$ cat src/rtl/dal_defs.svh
`ifndef DAL_DEFS_SVH
`define DAL_DEFS_SVH

// ----------------------------------------------------------------
// timing
// ----------------------------------------------------------------
`define DAL_CLK_HZ       100000000
`define DAL_BAUD         19200
`define DAL_TICK_MS      1
`define DAL_GAP_BITS     39
`define DAL_TX_BITS      4'd11

// ----------------------------------------------------------------
// frame limits and protocol codes
// ----------------------------------------------------------------
`define DAL_MAX_READ     16'h0008
`define DAL_FC_READ      8'h03
`define DAL_FC_WRITE     8'h06
`define DAL_FC_EXC       8'h80
`define DAL_EXC_FUNC     8'h01
`define DAL_EXC_ADDR     8'h02
`define DAL_EXC_VAL      8'h03
`define DAL_BCAST        8'h00
`define DAL_CRC_INIT     16'hFFFF
`define DAL_CRC_POLY     16'hA001

// ----------------------------------------------------------------
// register offsets
// ----------------------------------------------------------------
`define DAL_REG_UNIT     16'h1F04
`define DAL_REG_STATE    16'h1F05
`define DAL_REG_OUTCOME  16'h1F06
`define DAL_REG_JOB      16'h21FC
`define DAL_REG_JOB_LAST 16'h2230
`define DAL_REG_GROUP    16'h226A
`define DAL_REG_TMO      16'h226C

// ----------------------------------------------------------------
// reset values and field codes
// ----------------------------------------------------------------
`define DAL_RST_UNIT     16'h0001
`define DAL_RST_GROUP    16'h00C3
`define DAL_RST_TMO      16'h03E8
`define DAL_RST_JOB      16'h0000
`define DAL_JOB_ACTIVE   16'h0001
`define DAL_OUT_ACK      16'h0001
`define DAL_OUT_MISPICK  16'h0002

`endif

$ cat src/rtl/dal_pkg.sv
package dal_pkg;

	typedef struct packed {
		logic       valid;
		logic [7:0] data;
	} dal_byte_t;

	typedef struct packed {
		logic        en;
		logic [15:0] addr;
		logic [15:0] data;
	} dal_wr_t;

	typedef enum logic [1:0] {
		RX_IDLE  = 2'b00,
		RX_START = 2'b01,
		RX_DATA  = 2'b10,
		RX_STOP  = 2'b11
	} dal_rx_st_t;

	typedef enum logic [2:0] {
		ST_IDLE   = 3'b000,
		ST_DECODE = 3'b001,
		ST_READ   = 3'b010,
		ST_WRITE  = 3'b011,
		ST_EXC    = 3'b100,
		ST_CRC    = 3'b101,
		ST_SEND   = 3'b110
	} dal_st_t;

endpackage

$ cat src/rtl/dal_slave.sv
`timescale 1ns/1ns
`include "dal_defs.svh"
module dal_slave
	import dal_pkg::*;
#(
	parameter int BIT_CYCLES = `DAL_CLK_HZ / `DAL_BAUD,
	parameter int MS_CYCLES  = `DAL_CLK_HZ / 1000 * `DAL_TICK_MS
)(
	// clock and reset
	input  wire logic       core_clk,
	input  wire logic       rst,
	// serial bus
	input  wire logic       bus_rxd,
	output logic            bus_txd,
	output logic            bus_tx_oe,
	// actuation sensors
	input  wire logic [1:0] sensor_in,
	// node status
	output logic            event_latched,
	output logic            job_active,
	output logic            outcome_ack,
	output logic            outcome_mispick
);
	localparam logic [19:0] GAP_LAST = 20'(`DAL_GAP_BITS * BIT_CYCLES - 1);
	localparam logic [16:0] MS_LAST  = 17'(MS_CYCLES - 1);

	dal_byte_t rx_byte;
	logic      rx_err, tx_busy, go_reg, go_next;
	logic [7:0] tx_data_reg, tx_data_next;
	dal_wr_t   wr;

	dal_uart #(.BIT_CYCLES(BIT_CYCLES)) u_uart (
		.core_clk (core_clk),
		.rst      (rst),
		.rxd_pin  (bus_rxd),
		.txd      (bus_txd),
		.tx_oe    (bus_tx_oe),
		.tx_start (go_reg),
		.tx_data  (tx_data_reg),
		.tx_busy  (tx_busy),
		.rx_byte  (rx_byte),
		.rx_err   (rx_err)
	);

	function automatic logic [15:0] crc_step(input logic [15:0] c,
		input logic [7:0] d);
		logic [15:0] r;
		r = c ^ {8'h00, d};
		for (int i = 0; i < 8; i++)
			r = r[0] ? ((r >> 1) ^ `DAL_CRC_POLY) : (r >> 1);
		return r;
	endfunction

	// ----------------------------------------------------------------
	// frame capture: silence of 3.5 characters ends a frame
	// ----------------------------------------------------------------
	logic [7:0]  rxb_reg [0:7];
	logic [7:0]  rxb_next [0:7];
	logic [3:0]  rx_cnt_reg, rx_cnt_next;
	logic        rx_bad_reg, rx_bad_next, inf_reg, inf_next;
	logic [15:0] crc_rx_reg, crc_rx_next;
	logic [19:0] gap_reg, gap_next;
	logic        frame_done;

	assign frame_done = inf_reg && !rx_byte.valid && !rx_err &&
		gap_reg == GAP_LAST;

	always_comb begin
		for (int i = 0; i < 8; i++)
			rxb_next[i] = rxb_reg[i];
		rx_cnt_next = rx_cnt_reg;
		rx_bad_next = rx_bad_reg | rx_err;
		crc_rx_next = crc_rx_reg;
		gap_next    = gap_reg;
		inf_next    = inf_reg;
		if (rx_byte.valid || rx_err) begin
			gap_next = 20'h00000;
			inf_next = 1'b1;
			if (rx_byte.valid) begin
				if (rx_cnt_reg < 4'h8)
					rxb_next[rx_cnt_reg[2:0]] = rx_byte.data;
				if (rx_cnt_reg != 4'hF)
					rx_cnt_next = rx_cnt_reg + 4'h1;
				crc_rx_next = crc_step(crc_rx_reg, rx_byte.data);
			end
		end else if (frame_done) begin
			inf_next    = 1'b0;
			gap_next    = 20'h00000;
			rx_cnt_next = 4'h0;
			rx_bad_next = 1'b0;
			crc_rx_next = `DAL_CRC_INIT;
		end else if (inf_reg) begin
			gap_next = gap_reg + 20'h00001;
		end
	end

	always_ff @(posedge core_clk) begin
		if (rst) begin
			for (int i = 0; i < 8; i++)
				rxb_reg[i] <= 8'h00;
			rx_cnt_reg <= 4'h0;
			rx_bad_reg <= 1'b0;
			crc_rx_reg <= `DAL_CRC_INIT;
			gap_reg    <= 20'h00000;
			inf_reg    <= 1'b0;
		end else begin
			for (int i = 0; i < 8; i++)
				rxb_reg[i] <= rxb_next[i];
			rx_cnt_reg <= rx_cnt_next;
			rx_bad_reg <= rx_bad_next;
			crc_rx_reg <= crc_rx_next;
			gap_reg    <= gap_next;
			inf_reg    <= inf_next;
		end
	end

	// ----------------------------------------------------------------
	// register file and event latch
	// ----------------------------------------------------------------
	logic [15:0] unit_bus_address, unit_next;
	logic [15:0] actuation_output_state, state_next;
	logic [15:0] job_state_control, job_next;
	logic [15:0] shared_group_address, group_next;
	logic [15:0] event_latch_timeout, tmo_next;
	logic [15:0] outcome_reg, outcome_next, tmr_reg, tmr_next;
	logic [16:0] ms_reg, ms_next;
	logic [1:0]  sens_prev_reg, press;
	logic        latched_next, active_next, ack_next, mis_next;
	logic [2:0]  sens_sync [0:1];
	logic        sens_lvl [0:1];
	wire logic [1:0] sens_bits;

	for (genvar s = 0; s < 2; s++) begin : g_sens
		logic lvl_next;
		always_comb
			lvl_next = (sens_sync[s][1] == sens_sync[s][2]) ?
				sens_sync[s][2] : sens_lvl[s];
		always_ff @(posedge core_clk) begin
			if (rst) begin
				sens_sync[s] <= 3'h0;
				sens_lvl[s]  <= 1'b0;
			end else begin
				sens_sync[s] <= {sens_sync[s][1:0], sensor_in[s]};
				sens_lvl[s]  <= lvl_next;
			end
		end
		assign sens_bits[s] = sens_lvl[s];
	end

	always_comb begin
		unit_next  = unit_bus_address;
		state_next = actuation_output_state;
		job_next   = job_state_control;
		group_next = shared_group_address;
		tmo_next   = event_latch_timeout;
		press      = sens_bits & ~sens_prev_reg;
		ms_next    = (ms_reg == MS_LAST) ? 17'h00000 : ms_reg + 17'h00001;
		if (wr.en) begin
			case (wr.addr)
				`DAL_REG_UNIT:  unit_next  = wr.data;
				`DAL_REG_STATE: state_next = wr.data;
				`DAL_REG_JOB:   job_next   = wr.data;
				`DAL_REG_GROUP: group_next = wr.data;
				`DAL_REG_TMO:   tmo_next   = wr.data;
				default: ;
			endcase
			if (wr.addr >= `DAL_REG_JOB && wr.addr <= `DAL_REG_JOB_LAST)
				state_next = 16'h0000;
		end
		// zero timeout disables expiry
		if (actuation_output_state != 16'h0000 &&
			event_latch_timeout != 16'h0000 &&
			tmr_reg >= event_latch_timeout)
			state_next = 16'h0000;
		// a press in the clearing cycle still latches
		if (press != 2'b00 && state_next == 16'h0000) begin
			state_next   = {14'h0000, press};
			outcome_next = (job_state_control == `DAL_JOB_ACTIVE) ?
				`DAL_OUT_ACK : `DAL_OUT_MISPICK;
		end else if (state_next == 16'h0000) begin
			outcome_next = 16'h0000;
		end else begin
			outcome_next = outcome_reg;
		end
		if (state_next == 16'h0000 || actuation_output_state == 16'h0000 ||
			(press != 2'b00 && state_next != actuation_output_state))
			tmr_next = 16'h0000;
		else if (ms_reg == MS_LAST && tmr_reg != 16'hFFFF)
			tmr_next = tmr_reg + 16'h0001;
		else
			tmr_next = tmr_reg;
		latched_next = state_next != 16'h0000;
		active_next  = job_next == `DAL_JOB_ACTIVE;
		ack_next     = outcome_next == `DAL_OUT_ACK;
		mis_next     = outcome_next == `DAL_OUT_MISPICK;
	end

	always_ff @(posedge core_clk) begin
		if (rst) begin
			unit_bus_address       <= `DAL_RST_UNIT;
			actuation_output_state <= 16'h0000;
			job_state_control      <= `DAL_RST_JOB;
			shared_group_address   <= `DAL_RST_GROUP;
			event_latch_timeout    <= `DAL_RST_TMO;
			outcome_reg            <= 16'h0000;
			tmr_reg                <= 16'h0000;
			ms_reg                 <= 17'h00000;
			sens_prev_reg          <= 2'b00;
			event_latched          <= 1'b0;
			job_active             <= 1'b0;
			outcome_ack            <= 1'b0;
			outcome_mispick        <= 1'b0;
		end else begin
			unit_bus_address       <= unit_next;
			actuation_output_state <= state_next;
			job_state_control      <= job_next;
			shared_group_address   <= group_next;
			event_latch_timeout    <= tmo_next;
			outcome_reg            <= outcome_next;
			tmr_reg                <= tmr_next;
			ms_reg                 <= ms_next;
			sens_prev_reg          <= sens_bits;
			event_latched          <= latched_next;
			job_active             <= active_next;
			outcome_ack            <= ack_next;
			outcome_mispick        <= mis_next;
		end
	end

	// ----------------------------------------------------------------
	// request interpreter and reply builder
	// ----------------------------------------------------------------
	dal_st_t     st_reg, st_next;
	logic [7:0]  fc_reg, fc_next, exc_reg, exc_next;
	logic [15:0] ra_reg, ra_next, qv_reg, qv_next, crc_reg, crc_next;
	logic        grp_reg, grp_next, bc_reg, bc_next, len_reg, len_next;
	logic [3:0]  idx_reg, idx_next;
	logic [4:0]  n_reg, n_next, k_reg, k_next;
	logic [7:0]  txb_reg [0:20];
	logic [7:0]  txb_next [0:20];
	logic [15:0] cur, rd_val;
	logic        rd_hit, own, grp;

	always_comb begin
		cur = ra_reg + {12'h000, idx_reg};
		rd_hit = 1'b1;
		case (cur)
			`DAL_REG_UNIT:    rd_val = unit_bus_address;
			`DAL_REG_STATE:   rd_val = actuation_output_state;
			`DAL_REG_OUTCOME: rd_val = outcome_reg;
			`DAL_REG_JOB:     rd_val = job_state_control;
			`DAL_REG_GROUP:   rd_val = shared_group_address;
			`DAL_REG_TMO:     rd_val = event_latch_timeout;
			default: begin
				rd_val = 16'h0000;
				rd_hit = cur > `DAL_REG_JOB && cur <= `DAL_REG_JOB_LAST;
			end
		endcase
		if (grp_reg && (cur < `DAL_REG_UNIT || cur > `DAL_REG_OUTCOME))
			rd_hit = 1'b0;
	end

	always_comb begin
		st_next = st_reg;
		fc_next = fc_reg;
		exc_next = exc_reg;
		ra_next = ra_reg;
		qv_next = qv_reg;
		crc_next = crc_reg;
		grp_next = grp_reg;
		bc_next = bc_reg;
		len_next = len_reg;
		idx_next = idx_reg;
		n_next = n_reg;
		k_next = k_reg;
		go_next = 1'b0;
		tx_data_next = tx_data_reg;
		wr = '0;
		for (int i = 0; i < 21; i++)
			txb_next[i] = txb_reg[i];
		own = rxb_reg[0] == unit_bus_address[7:0];
		grp = rxb_reg[0] == shared_group_address[7:0] &&
			actuation_output_state != 16'h0000;
		case (st_reg)
			ST_IDLE: if (frame_done && !rx_bad_reg && crc_rx_reg == 16'h0000 &&
				rx_cnt_reg >= 4'h4 && (own || grp ||
				rxb_reg[0] == `DAL_BCAST)) begin
				fc_next  = rxb_reg[1];
				ra_next  = {rxb_reg[2], rxb_reg[3]};
				qv_next  = {rxb_reg[4], rxb_reg[5]};
				grp_next = grp && !own;
				bc_next  = rxb_reg[0] == `DAL_BCAST;
				len_next = rx_cnt_reg == 4'h8;
				txb_next[0] = rxb_reg[0];
				txb_next[1] = rxb_reg[1];
				st_next = ST_DECODE;
			end
			ST_DECODE: begin
				idx_next = 4'h0;
				st_next  = ST_EXC;
				if (fc_reg != `DAL_FC_READ && fc_reg != `DAL_FC_WRITE)
					exc_next = `DAL_EXC_FUNC;
				else if (!len_reg || (fc_reg == `DAL_FC_READ &&
					(qv_reg == 16'h0000 || qv_reg > `DAL_MAX_READ)))
					exc_next = `DAL_EXC_VAL;
				else if (fc_reg == `DAL_FC_WRITE)
					st_next = ST_WRITE;
				else if (!bc_reg)
					st_next = ST_READ;
				else
					st_next = ST_IDLE;
			end
			ST_READ: if (!rd_hit) begin
				exc_next = `DAL_EXC_ADDR;
				st_next  = ST_EXC;
			end else begin
				txb_next[5'(3 + 2 * idx_reg)] = rd_val[15:8];
				txb_next[5'(4 + 2 * idx_reg)] = rd_val[7:0];
				idx_next = idx_reg + 4'h1;
				if ({12'h000, idx_next} == qv_reg) begin
					txb_next[2] = {qv_reg[6:0], 1'b0};
					n_next = 5'(3 + 2 * qv_reg[3:0]);
					k_next = 5'h00;
					crc_next = `DAL_CRC_INIT;
					st_next  = ST_CRC;
				end
			end
			ST_WRITE: if (!rd_hit || ra_reg == `DAL_REG_OUTCOME) begin
				exc_next = `DAL_EXC_ADDR;
				st_next  = ST_EXC;
			end else begin
				wr = '{en: 1'b1, addr: ra_reg, data: qv_reg};
				txb_next[2] = ra_reg[15:8];
				txb_next[3] = ra_reg[7:0];
				txb_next[4] = qv_reg[15:8];
				txb_next[5] = qv_reg[7:0];
				n_next   = 5'h06;
				k_next   = 5'h00;
				crc_next = `DAL_CRC_INIT;
				st_next  = bc_reg ? ST_IDLE : ST_CRC;
			end
			ST_EXC: begin
				txb_next[1] = fc_reg | `DAL_FC_EXC;
				txb_next[2] = exc_reg;
				n_next   = 5'h03;
				k_next   = 5'h00;
				crc_next = `DAL_CRC_INIT;
				// broadcasts never get a reply, not even an error
				st_next  = bc_reg ? ST_IDLE : ST_CRC;
			end
			ST_CRC: if (k_reg < n_reg) begin
				crc_next = crc_step(crc_reg, txb_reg[k_reg]);
				k_next   = k_reg + 5'h01;
			end else begin
				txb_next[n_reg] = crc_reg[7:0];
				txb_next[5'(n_reg + 5'h01)] = crc_reg[15:8];
				n_next  = n_reg + 5'h02;
				k_next  = 5'h00;
				st_next = ST_SEND;
			end
			ST_SEND: if (!tx_busy && !go_reg) begin
				if (k_reg == n_reg) begin
					st_next = ST_IDLE;
				end else begin
					go_next      = 1'b1;
					tx_data_next = txb_reg[k_reg];
					k_next       = k_reg + 5'h01;
				end
			end
			default: st_next = ST_IDLE;
		endcase
	end

	always_ff @(posedge core_clk) begin
		if (rst) begin
			st_reg  <= ST_IDLE;
			fc_reg  <= 8'h00;
			exc_reg <= 8'h00;
			ra_reg  <= 16'h0000;
			qv_reg  <= 16'h0000;
			crc_reg <= `DAL_CRC_INIT;
			grp_reg <= 1'b0;
			bc_reg  <= 1'b0;
			len_reg <= 1'b0;
			idx_reg <= 4'h0;
			n_reg   <= 5'h00;
			k_reg   <= 5'h00;
			go_reg  <= 1'b0;
			tx_data_reg <= 8'h00;
			for (int i = 0; i < 21; i++)
				txb_reg[i] <= 8'h00;
		end else begin
			st_reg  <= st_next;
			fc_reg  <= fc_next;
			exc_reg <= exc_next;
			ra_reg  <= ra_next;
			qv_reg  <= qv_next;
			crc_reg <= crc_next;
			grp_reg <= grp_next;
			bc_reg  <= bc_next;
			len_reg <= len_next;
			idx_reg <= idx_next;
			n_reg   <= n_next;
			k_reg   <= k_next;
			go_reg  <= go_next;
			tx_data_reg <= tx_data_next;
			for (int i = 0; i < 21; i++)
				txb_reg[i] <= txb_next[i];
		end
	end

endmodule

$ cat src/rtl/dal_uart.sv
`timescale 1ns/1ns
`include "dal_defs.svh"
module dal_uart
	import dal_pkg::*;
#(
	parameter int BIT_CYCLES = `DAL_CLK_HZ / `DAL_BAUD
)(
	// clock and reset
	input  wire logic       core_clk,
	input  wire logic       rst,
	// serial line
	input  wire logic       rxd_pin,
	output logic            txd,
	output logic            tx_oe,
	// byte side
	input  wire logic       tx_start,
	input  wire logic [7:0] tx_data,
	output logic            tx_busy,
	output dal_byte_t       rx_byte,
	output logic            rx_err
);
	localparam logic [15:0] BIT_LAST  = 16'(BIT_CYCLES - 1);
	localparam logic [15:0] HALF_LAST = 16'(BIT_CYCLES / 2 - 1);

	// ----------------------------------------------------------------
	// receiver
	// ----------------------------------------------------------------
	logic [2:0]  sync_reg;
	logic        level_reg, level_next;
	dal_rx_st_t  rx_st_reg, rx_st_next;
	logic [15:0] rx_cnt_reg, rx_cnt_next;
	logic [2:0]  rx_bit_reg, rx_bit_next;
	logic [7:0]  rx_sh_reg, rx_sh_next;
	dal_byte_t   rx_byte_next;
	logic        rx_err_next;

	always_comb begin
		// a change counts only once the last two stages agree
		level_next = (sync_reg[1] == sync_reg[2]) ? sync_reg[2] : level_reg;
		rx_st_next   = rx_st_reg;
		rx_cnt_next  = rx_cnt_reg;
		rx_bit_next  = rx_bit_reg;
		rx_sh_next   = rx_sh_reg;
		rx_byte_next = '0;
		rx_err_next  = 1'b0;
		if (rx_st_reg != RX_IDLE)
			rx_cnt_next = rx_cnt_reg - 16'h0001;
		case (rx_st_reg)
			RX_IDLE: if (!level_reg) begin
				rx_st_next  = RX_START;
				rx_cnt_next = HALF_LAST;
			end
			RX_START: if (rx_cnt_reg == 16'h0000) begin
				rx_cnt_next = BIT_LAST;
				rx_bit_next = 3'h0;
				// a glitch shorter than half a bit is not a start
				rx_st_next  = level_reg ? RX_IDLE : RX_DATA;
			end
			RX_DATA: if (rx_cnt_reg == 16'h0000) begin
				rx_sh_next  = {level_reg, rx_sh_reg[7:1]};
				rx_bit_next = rx_bit_reg + 3'h1;
				rx_cnt_next = BIT_LAST;
				if (rx_bit_reg == 3'h7)
					rx_st_next = RX_STOP;
			end
			RX_STOP: if (rx_cnt_reg == 16'h0000) begin
				rx_st_next = RX_IDLE;
				if (level_reg)
					rx_byte_next = {1'b1, rx_sh_reg};
				else
					rx_err_next = 1'b1;
			end
			default: rx_st_next = RX_IDLE;
		endcase
	end

	always_ff @(posedge core_clk) begin
		if (rst) begin
			sync_reg   <= 3'h7;
			level_reg  <= 1'b1;
			rx_st_reg  <= RX_IDLE;
			rx_cnt_reg <= 16'h0000;
			rx_bit_reg <= 3'h0;
			rx_sh_reg  <= 8'h00;
			rx_byte    <= '0;
			rx_err     <= 1'b0;
		end else begin
			sync_reg   <= {sync_reg[1:0], rxd_pin};
			level_reg  <= level_next;
			rx_st_reg  <= rx_st_next;
			rx_cnt_reg <= rx_cnt_next;
			rx_bit_reg <= rx_bit_next;
			rx_sh_reg  <= rx_sh_next;
			rx_byte    <= rx_byte_next;
			rx_err     <= rx_err_next;
		end
	end

	// ----------------------------------------------------------------
	// transmitter: start, 8 data, two stop bits
	// ----------------------------------------------------------------
	logic [10:0] tx_sh_reg, tx_sh_next;
	logic [3:0]  tx_bit_reg, tx_bit_next;
	logic [15:0] tx_cnt_reg, tx_cnt_next;
	logic        tx_busy_next, txd_next, tx_oe_next;

	always_comb begin
		tx_sh_next   = tx_sh_reg;
		tx_bit_next  = tx_bit_reg;
		tx_cnt_next  = tx_cnt_reg;
		tx_busy_next = tx_busy;
		if (!tx_busy) begin
			if (tx_start) begin
				tx_sh_next   = {2'b11, tx_data, 1'b0};
				tx_bit_next  = `DAL_TX_BITS;
				tx_cnt_next  = BIT_LAST;
				tx_busy_next = 1'b1;
			end
		end else if (tx_cnt_reg == 16'h0000) begin
			tx_sh_next  = {1'b1, tx_sh_reg[10:1]};
			tx_bit_next = tx_bit_reg - 4'h1;
			tx_cnt_next = BIT_LAST;
			if (tx_bit_reg == 4'h1)
				tx_busy_next = 1'b0;
		end else begin
			tx_cnt_next = tx_cnt_reg - 16'h0001;
		end
		txd_next   = tx_busy_next ? tx_sh_next[0] : 1'b1;
		tx_oe_next = tx_busy_next;
	end

	always_ff @(posedge core_clk) begin
		if (rst) begin
			tx_sh_reg  <= 11'h7FF;
			tx_bit_reg <= 4'h0;
			tx_cnt_reg <= 16'h0000;
			tx_busy    <= 1'b0;
			txd        <= 1'b1;
			tx_oe      <= 1'b0;
		end else begin
			tx_sh_reg  <= tx_sh_next;
			tx_bit_reg <= tx_bit_next;
			tx_cnt_reg <= tx_cnt_next;
			tx_busy    <= tx_busy_next;
			txd        <= txd_next;
			tx_oe      <= tx_oe_next;
		end
	end

endmodule

$ cat config.mk
export PLATFORM = sky130hd
export DESIGN_NAME = dal_slave
export DESIGN_NICKNAME = d
export VERILOG_FILES = /design/src/rtl/dal_pkg.sv /design/src/rtl/dal_slave.sv /design/src/rtl/dal_uart.sv
export VERILOG_INCLUDE_DIRS = /design/src /design/src/rtl
export SDC_FILE = /design/constraint.sdc
export NUM_CORES = 2
export LEC_CHECK = 0
export BUFFER_PORTS_ARGS = -buffer_cell sky130_fd_sc_hd__clkbuf_2
export CORE_MARGIN = 3
export CORE_UTILIZATION = 30
export CTS_CLUSTER_DIAMETER = 100
export DETAILED_ROUTE_END_ITERATION = 10
export GPL_TIMING_DRIVEN = 1
export PLACE_DENSITY_LB_ADDON = 0.05
export REMOVE_ABC_BUFFERS = 1
export SETUP_SLACK_MARGIN = 0.05
export SLEW_MARGIN = 20
export SYNTH_ARGS = -nofsm -noshare
export SYNTH_HDL_FRONTEND = slang
export SYNTH_SLANG_ARGS = --single-unit
$ cat constraint.sdc
create_clock -name core_clk -period 4.2 [get_ports core_clk]
set_input_delay 1.05 -clock core_clk [delete_from_list [all_inputs] [get_ports core_clk]]
set_output_delay 1.05 -clock core_clk [all_outputs]
set_load 0.02 [all_outputs]
==> metrics.cfg <==
[logic_synthesis]
synth_warnings=0
synth_seq_cells=569
synthArstFlopShare=0
syn_area_um2=31700
syn_area_per_cell_um2=7.95
synth_cell_types=95
netlist_top_cells_area=dfxtp_1 (36%), mux2i_1 (7.9%), nor2_1 (6.5%)
syn-instance-count=3988
yosysTopAreaCellShare=0.359
synth_top_cell_by_area=dfxtp_1
synth-edff-count=0
ys_seq_area_frac=0.359
synth-main-ff-cell=dfxtp_1

[detailed_routing]
dr_wl_met3_mm=7.06
wl_met2_mm=60.8
wire_per_inst_um=24.1
drc=0
totalWireLength_mm=134
drt_iter0_drc=2362
firstDrtPassIters=6
vias=30200
postRouteAntennaNets=0
dr.max_layer_used=met4
vias_per_cell=5.43
wl_met1_mm=62.2

[sta]
setup_violations=22
setup_tns_ns=-0.999
rsz0062_at_grt=true
worst_slack_ns=-0.0744
relSlewSlack=0.188
max_freq_mhz=234
worstMarginPinSlew_ns=1.22
drv_slew=0
timing.final.crit_share=1.02
fin_crit_ns=4.27
hold_viol=0
skew_ns=0.0278

[clock_tree]
clk_pin_slew_worst_paths_ns=0.06
htreeDepth=3
root_buffer=clkbuf_16
cts_num_sinks=569
clockBufferDepth=3
cts_made_buffers=74
clock_insertion_delay_worst_skew_ns=0.66
cts_hold_buf=0
cts_tree=done

[floorplan]
num_rows=118
start_util=0.304
coreArea_um2=104000
die_width_um=331
io-pin-count=11
dieArea_um2=110000
die_y_um=331

[layout]
areaGrowthSynthToFinish_pct=24.7
drive_gt1_frac=0.188
finalNetCount=4189
largest_reg_flops=168
n_antenna_cell=0
fin_cells=5565

[placement]
place_inst=5364
gp_congestion=0.915
place_hpwl_mm=93.4
portBuffers=10

[critical_path]
crit_path_end_kind=flip-flop
crit_arrival_ns=4.81
crit_chain=ha_4 > fa_2 > a211oi_4 > buf_6 > nor3_4 > xnor2_2 > nor4_4 > a32oi_2 > or3_1 > a311o_2 > mux2_4 > o221a_1 > o41a_1 > o211ai_4 > buf_8 > a21oi_2
slowest_delay_ns=0.49
cp.required_ns=4.73
path_max_fanout=8
critPathLaunchType=flip-flop
crit_type=reg2reg
slowest_stage=a311o_2

[power]
leakage_uw=0.0144
switching_share=0.234
p_switching_uw=3000
p_int_uw=9810
pwr-share-comb=0.035
clockPowerShare=0.538
power_frac_seq=0.426
p_per_area_nw_per_um2=324
ir_drop_mv=0.271

[grt]
antenna_found_initial=1
grt_max_degree=149
grt_overflow=0
track_usage=0.237
grt_pass1_vias=28300
grt_pass1_wl_mm=195

[run_status]
status=complete, but fails checks
violations=setup timing

[job]
drv_cap=0

[worst_hold_path]
hp-class=reg2reg

-- cells in the mapped netlist, drive strengths merged (6+ instances only) --
cell type / number
nand2: 522
a311oi: 24
a2111oi: 6
nor4b: 9
dfxtp: 569
nor4: 47
nor3: 78
a31oi: 11
o211ai: 23
xnor2: 71
a21oi: 416
a21o: 26
o22ai: 32
a211oi: 113
nand3: 107
mux2: 14
mux4: 48
a211o: 6
buf: 51
inv: 80
a221oi: 13
nor2: 554
mux2i: 249
ha: 51
a22oi: 38
and3: 44
xor2: 64
or3: 25
nor3b: 7
o21a: 12
nand2b: 30
or2: 18
o31ai: 7
and2: 42
or4: 11
a21boi: 8
nand3b: 11
nand4: 42
a222oi: 19
and4: 13
o21ai: 159
nand4b: 6
nor2b: 23
clkbuf: 247
-- power groups by stage --
stage,Sequential (µW),Combinational (µW),Clock (µW)
after floorplan,5570,253,0
after global placement,5580,455,0
after detailed placement,5580,453,0
after CTS,5460,454,7110
after global routing,5470,514,7290
final,5460,453,6900
-- layer usage --
layer / vias up / GRT usage
li1: 14500 / -
met1: 14700 / 0.335
met2: 815 / 0.376
met3: 189 / 0.0316
met4: 0 / 0.0667
met5: - / 0
-- cells in the final DEF, fill, tap and decap left out, types with 17 or more instances in the layout --
cell type    n
nand3_1     82
nand2_1    514
a211oi_1    93
a211oi_2    17
nand2b_1    30
mux4_2      48
a222oi_1    19
nor3_1      69
xnor2_1     69
buf_4      262
a21oi_1    346
o22ai_1     31
nor2b_1     22
dfxtp_1    563
buf_12      50
nor4_1      40
buf_6       26
o21ai_0    138
mux2i_1    246
and2_1      36
o211ai_1    22
or3_1       23
clkbuf_16   85
a21oi_2     58
xor2_1      64
a21o_1      26
nor2_1     534
inv_1       77
ha_1        48
a311oi_1    23
and3_1      44
nand3_2     17
a22oi_1     36
clkbuf_8    20
nand4_1     42
-- path summary, 6_finish.rpt --
kind / start / end / slack [ns] / depth (start not counted)
hold / removal: u_uart.sync_reg[0] / u_uart.sync_reg[1] / 0.42 / 1
setup / recovery: ra_reg[0] / tmr_reg[13] / -0.07 / 16
setup reg to reg: ra_reg[0] / tmr_reg[13] / -0.07 / 16
hold reg to reg: u_uart.sync_reg[0] / u_uart.sync_reg[1] / 0.42 / 1
-- kinds of logic (layout without fill, tap and decap cells) --
| group | Yosys count | in the layout | share of synthesized area |
|---|---|---|---|
| AOI/OAI and AO/OA | 949 | 949 | 0.190 |
| and+or+nand+nor | 1593 | 1594 | 0.227 |
| buffers and inverters | 379 | 575 | 0.0477 |
| xor gates and xnor gates | 135 | 135 | 0.0373 |
| DFF | 569 | 569 | 0.359 |
| adders and majority gates | 52 | 52 | 0.0208 |
| muxes | 311 | 311 | 0.118 |
-- stage by stage --
step	worst slack, ns	area (µm²)	hold slack [ns]	util	total power, µW
floorplan	-0.545	30500	0.389	-	5830
global placement	-0.355	34900	0.414	0.334	6040
detailed placement	-0.483	34900	0.409	0.334	6030
CTS	-0.00489	38000	0.425	0.365	13000
global route	-0.237	39500	0.424	0.379	13300
finish	-0.0744	39500	0.419	0.379	12800
-- critical path: cells and delay by family (launching register included) --
| kind | cells | cell delay [ns] |
|---|---|---|
| AOI/OAI and AO/OA | 7 | 1.55 |
| xor gates and xnor gates | 1 | 0.18 |
| adders and majority gates | 2 | 0.60 |
| buffers and inverters | 2 | 0.35 |
| DFF | 1 | 0.33 |
| muxes | 1 | 0.33 |
| and+or+nand+nor | 3 | 0.82 |
-- layout make-up --
class                      count  area (µm²)
fill                       10800       64700
multi-input combinational   3041       19800
clock buffer                 103        2180
inverter                      81         304
clock inverter                26         434
sequential                   569       11400
tap                         1380        1730
timing repair buffer         365        3670
-- what timing repair did --
item                                    4_1_cts  5_1_grt
pin swaps                                    15       97
endpoints found under the setup margin      257      300
buffers inserted                             23       42
cloned                                        1       12
resized for setup                            54      219
Note: power is estimated with default switching activity, not from simulation.
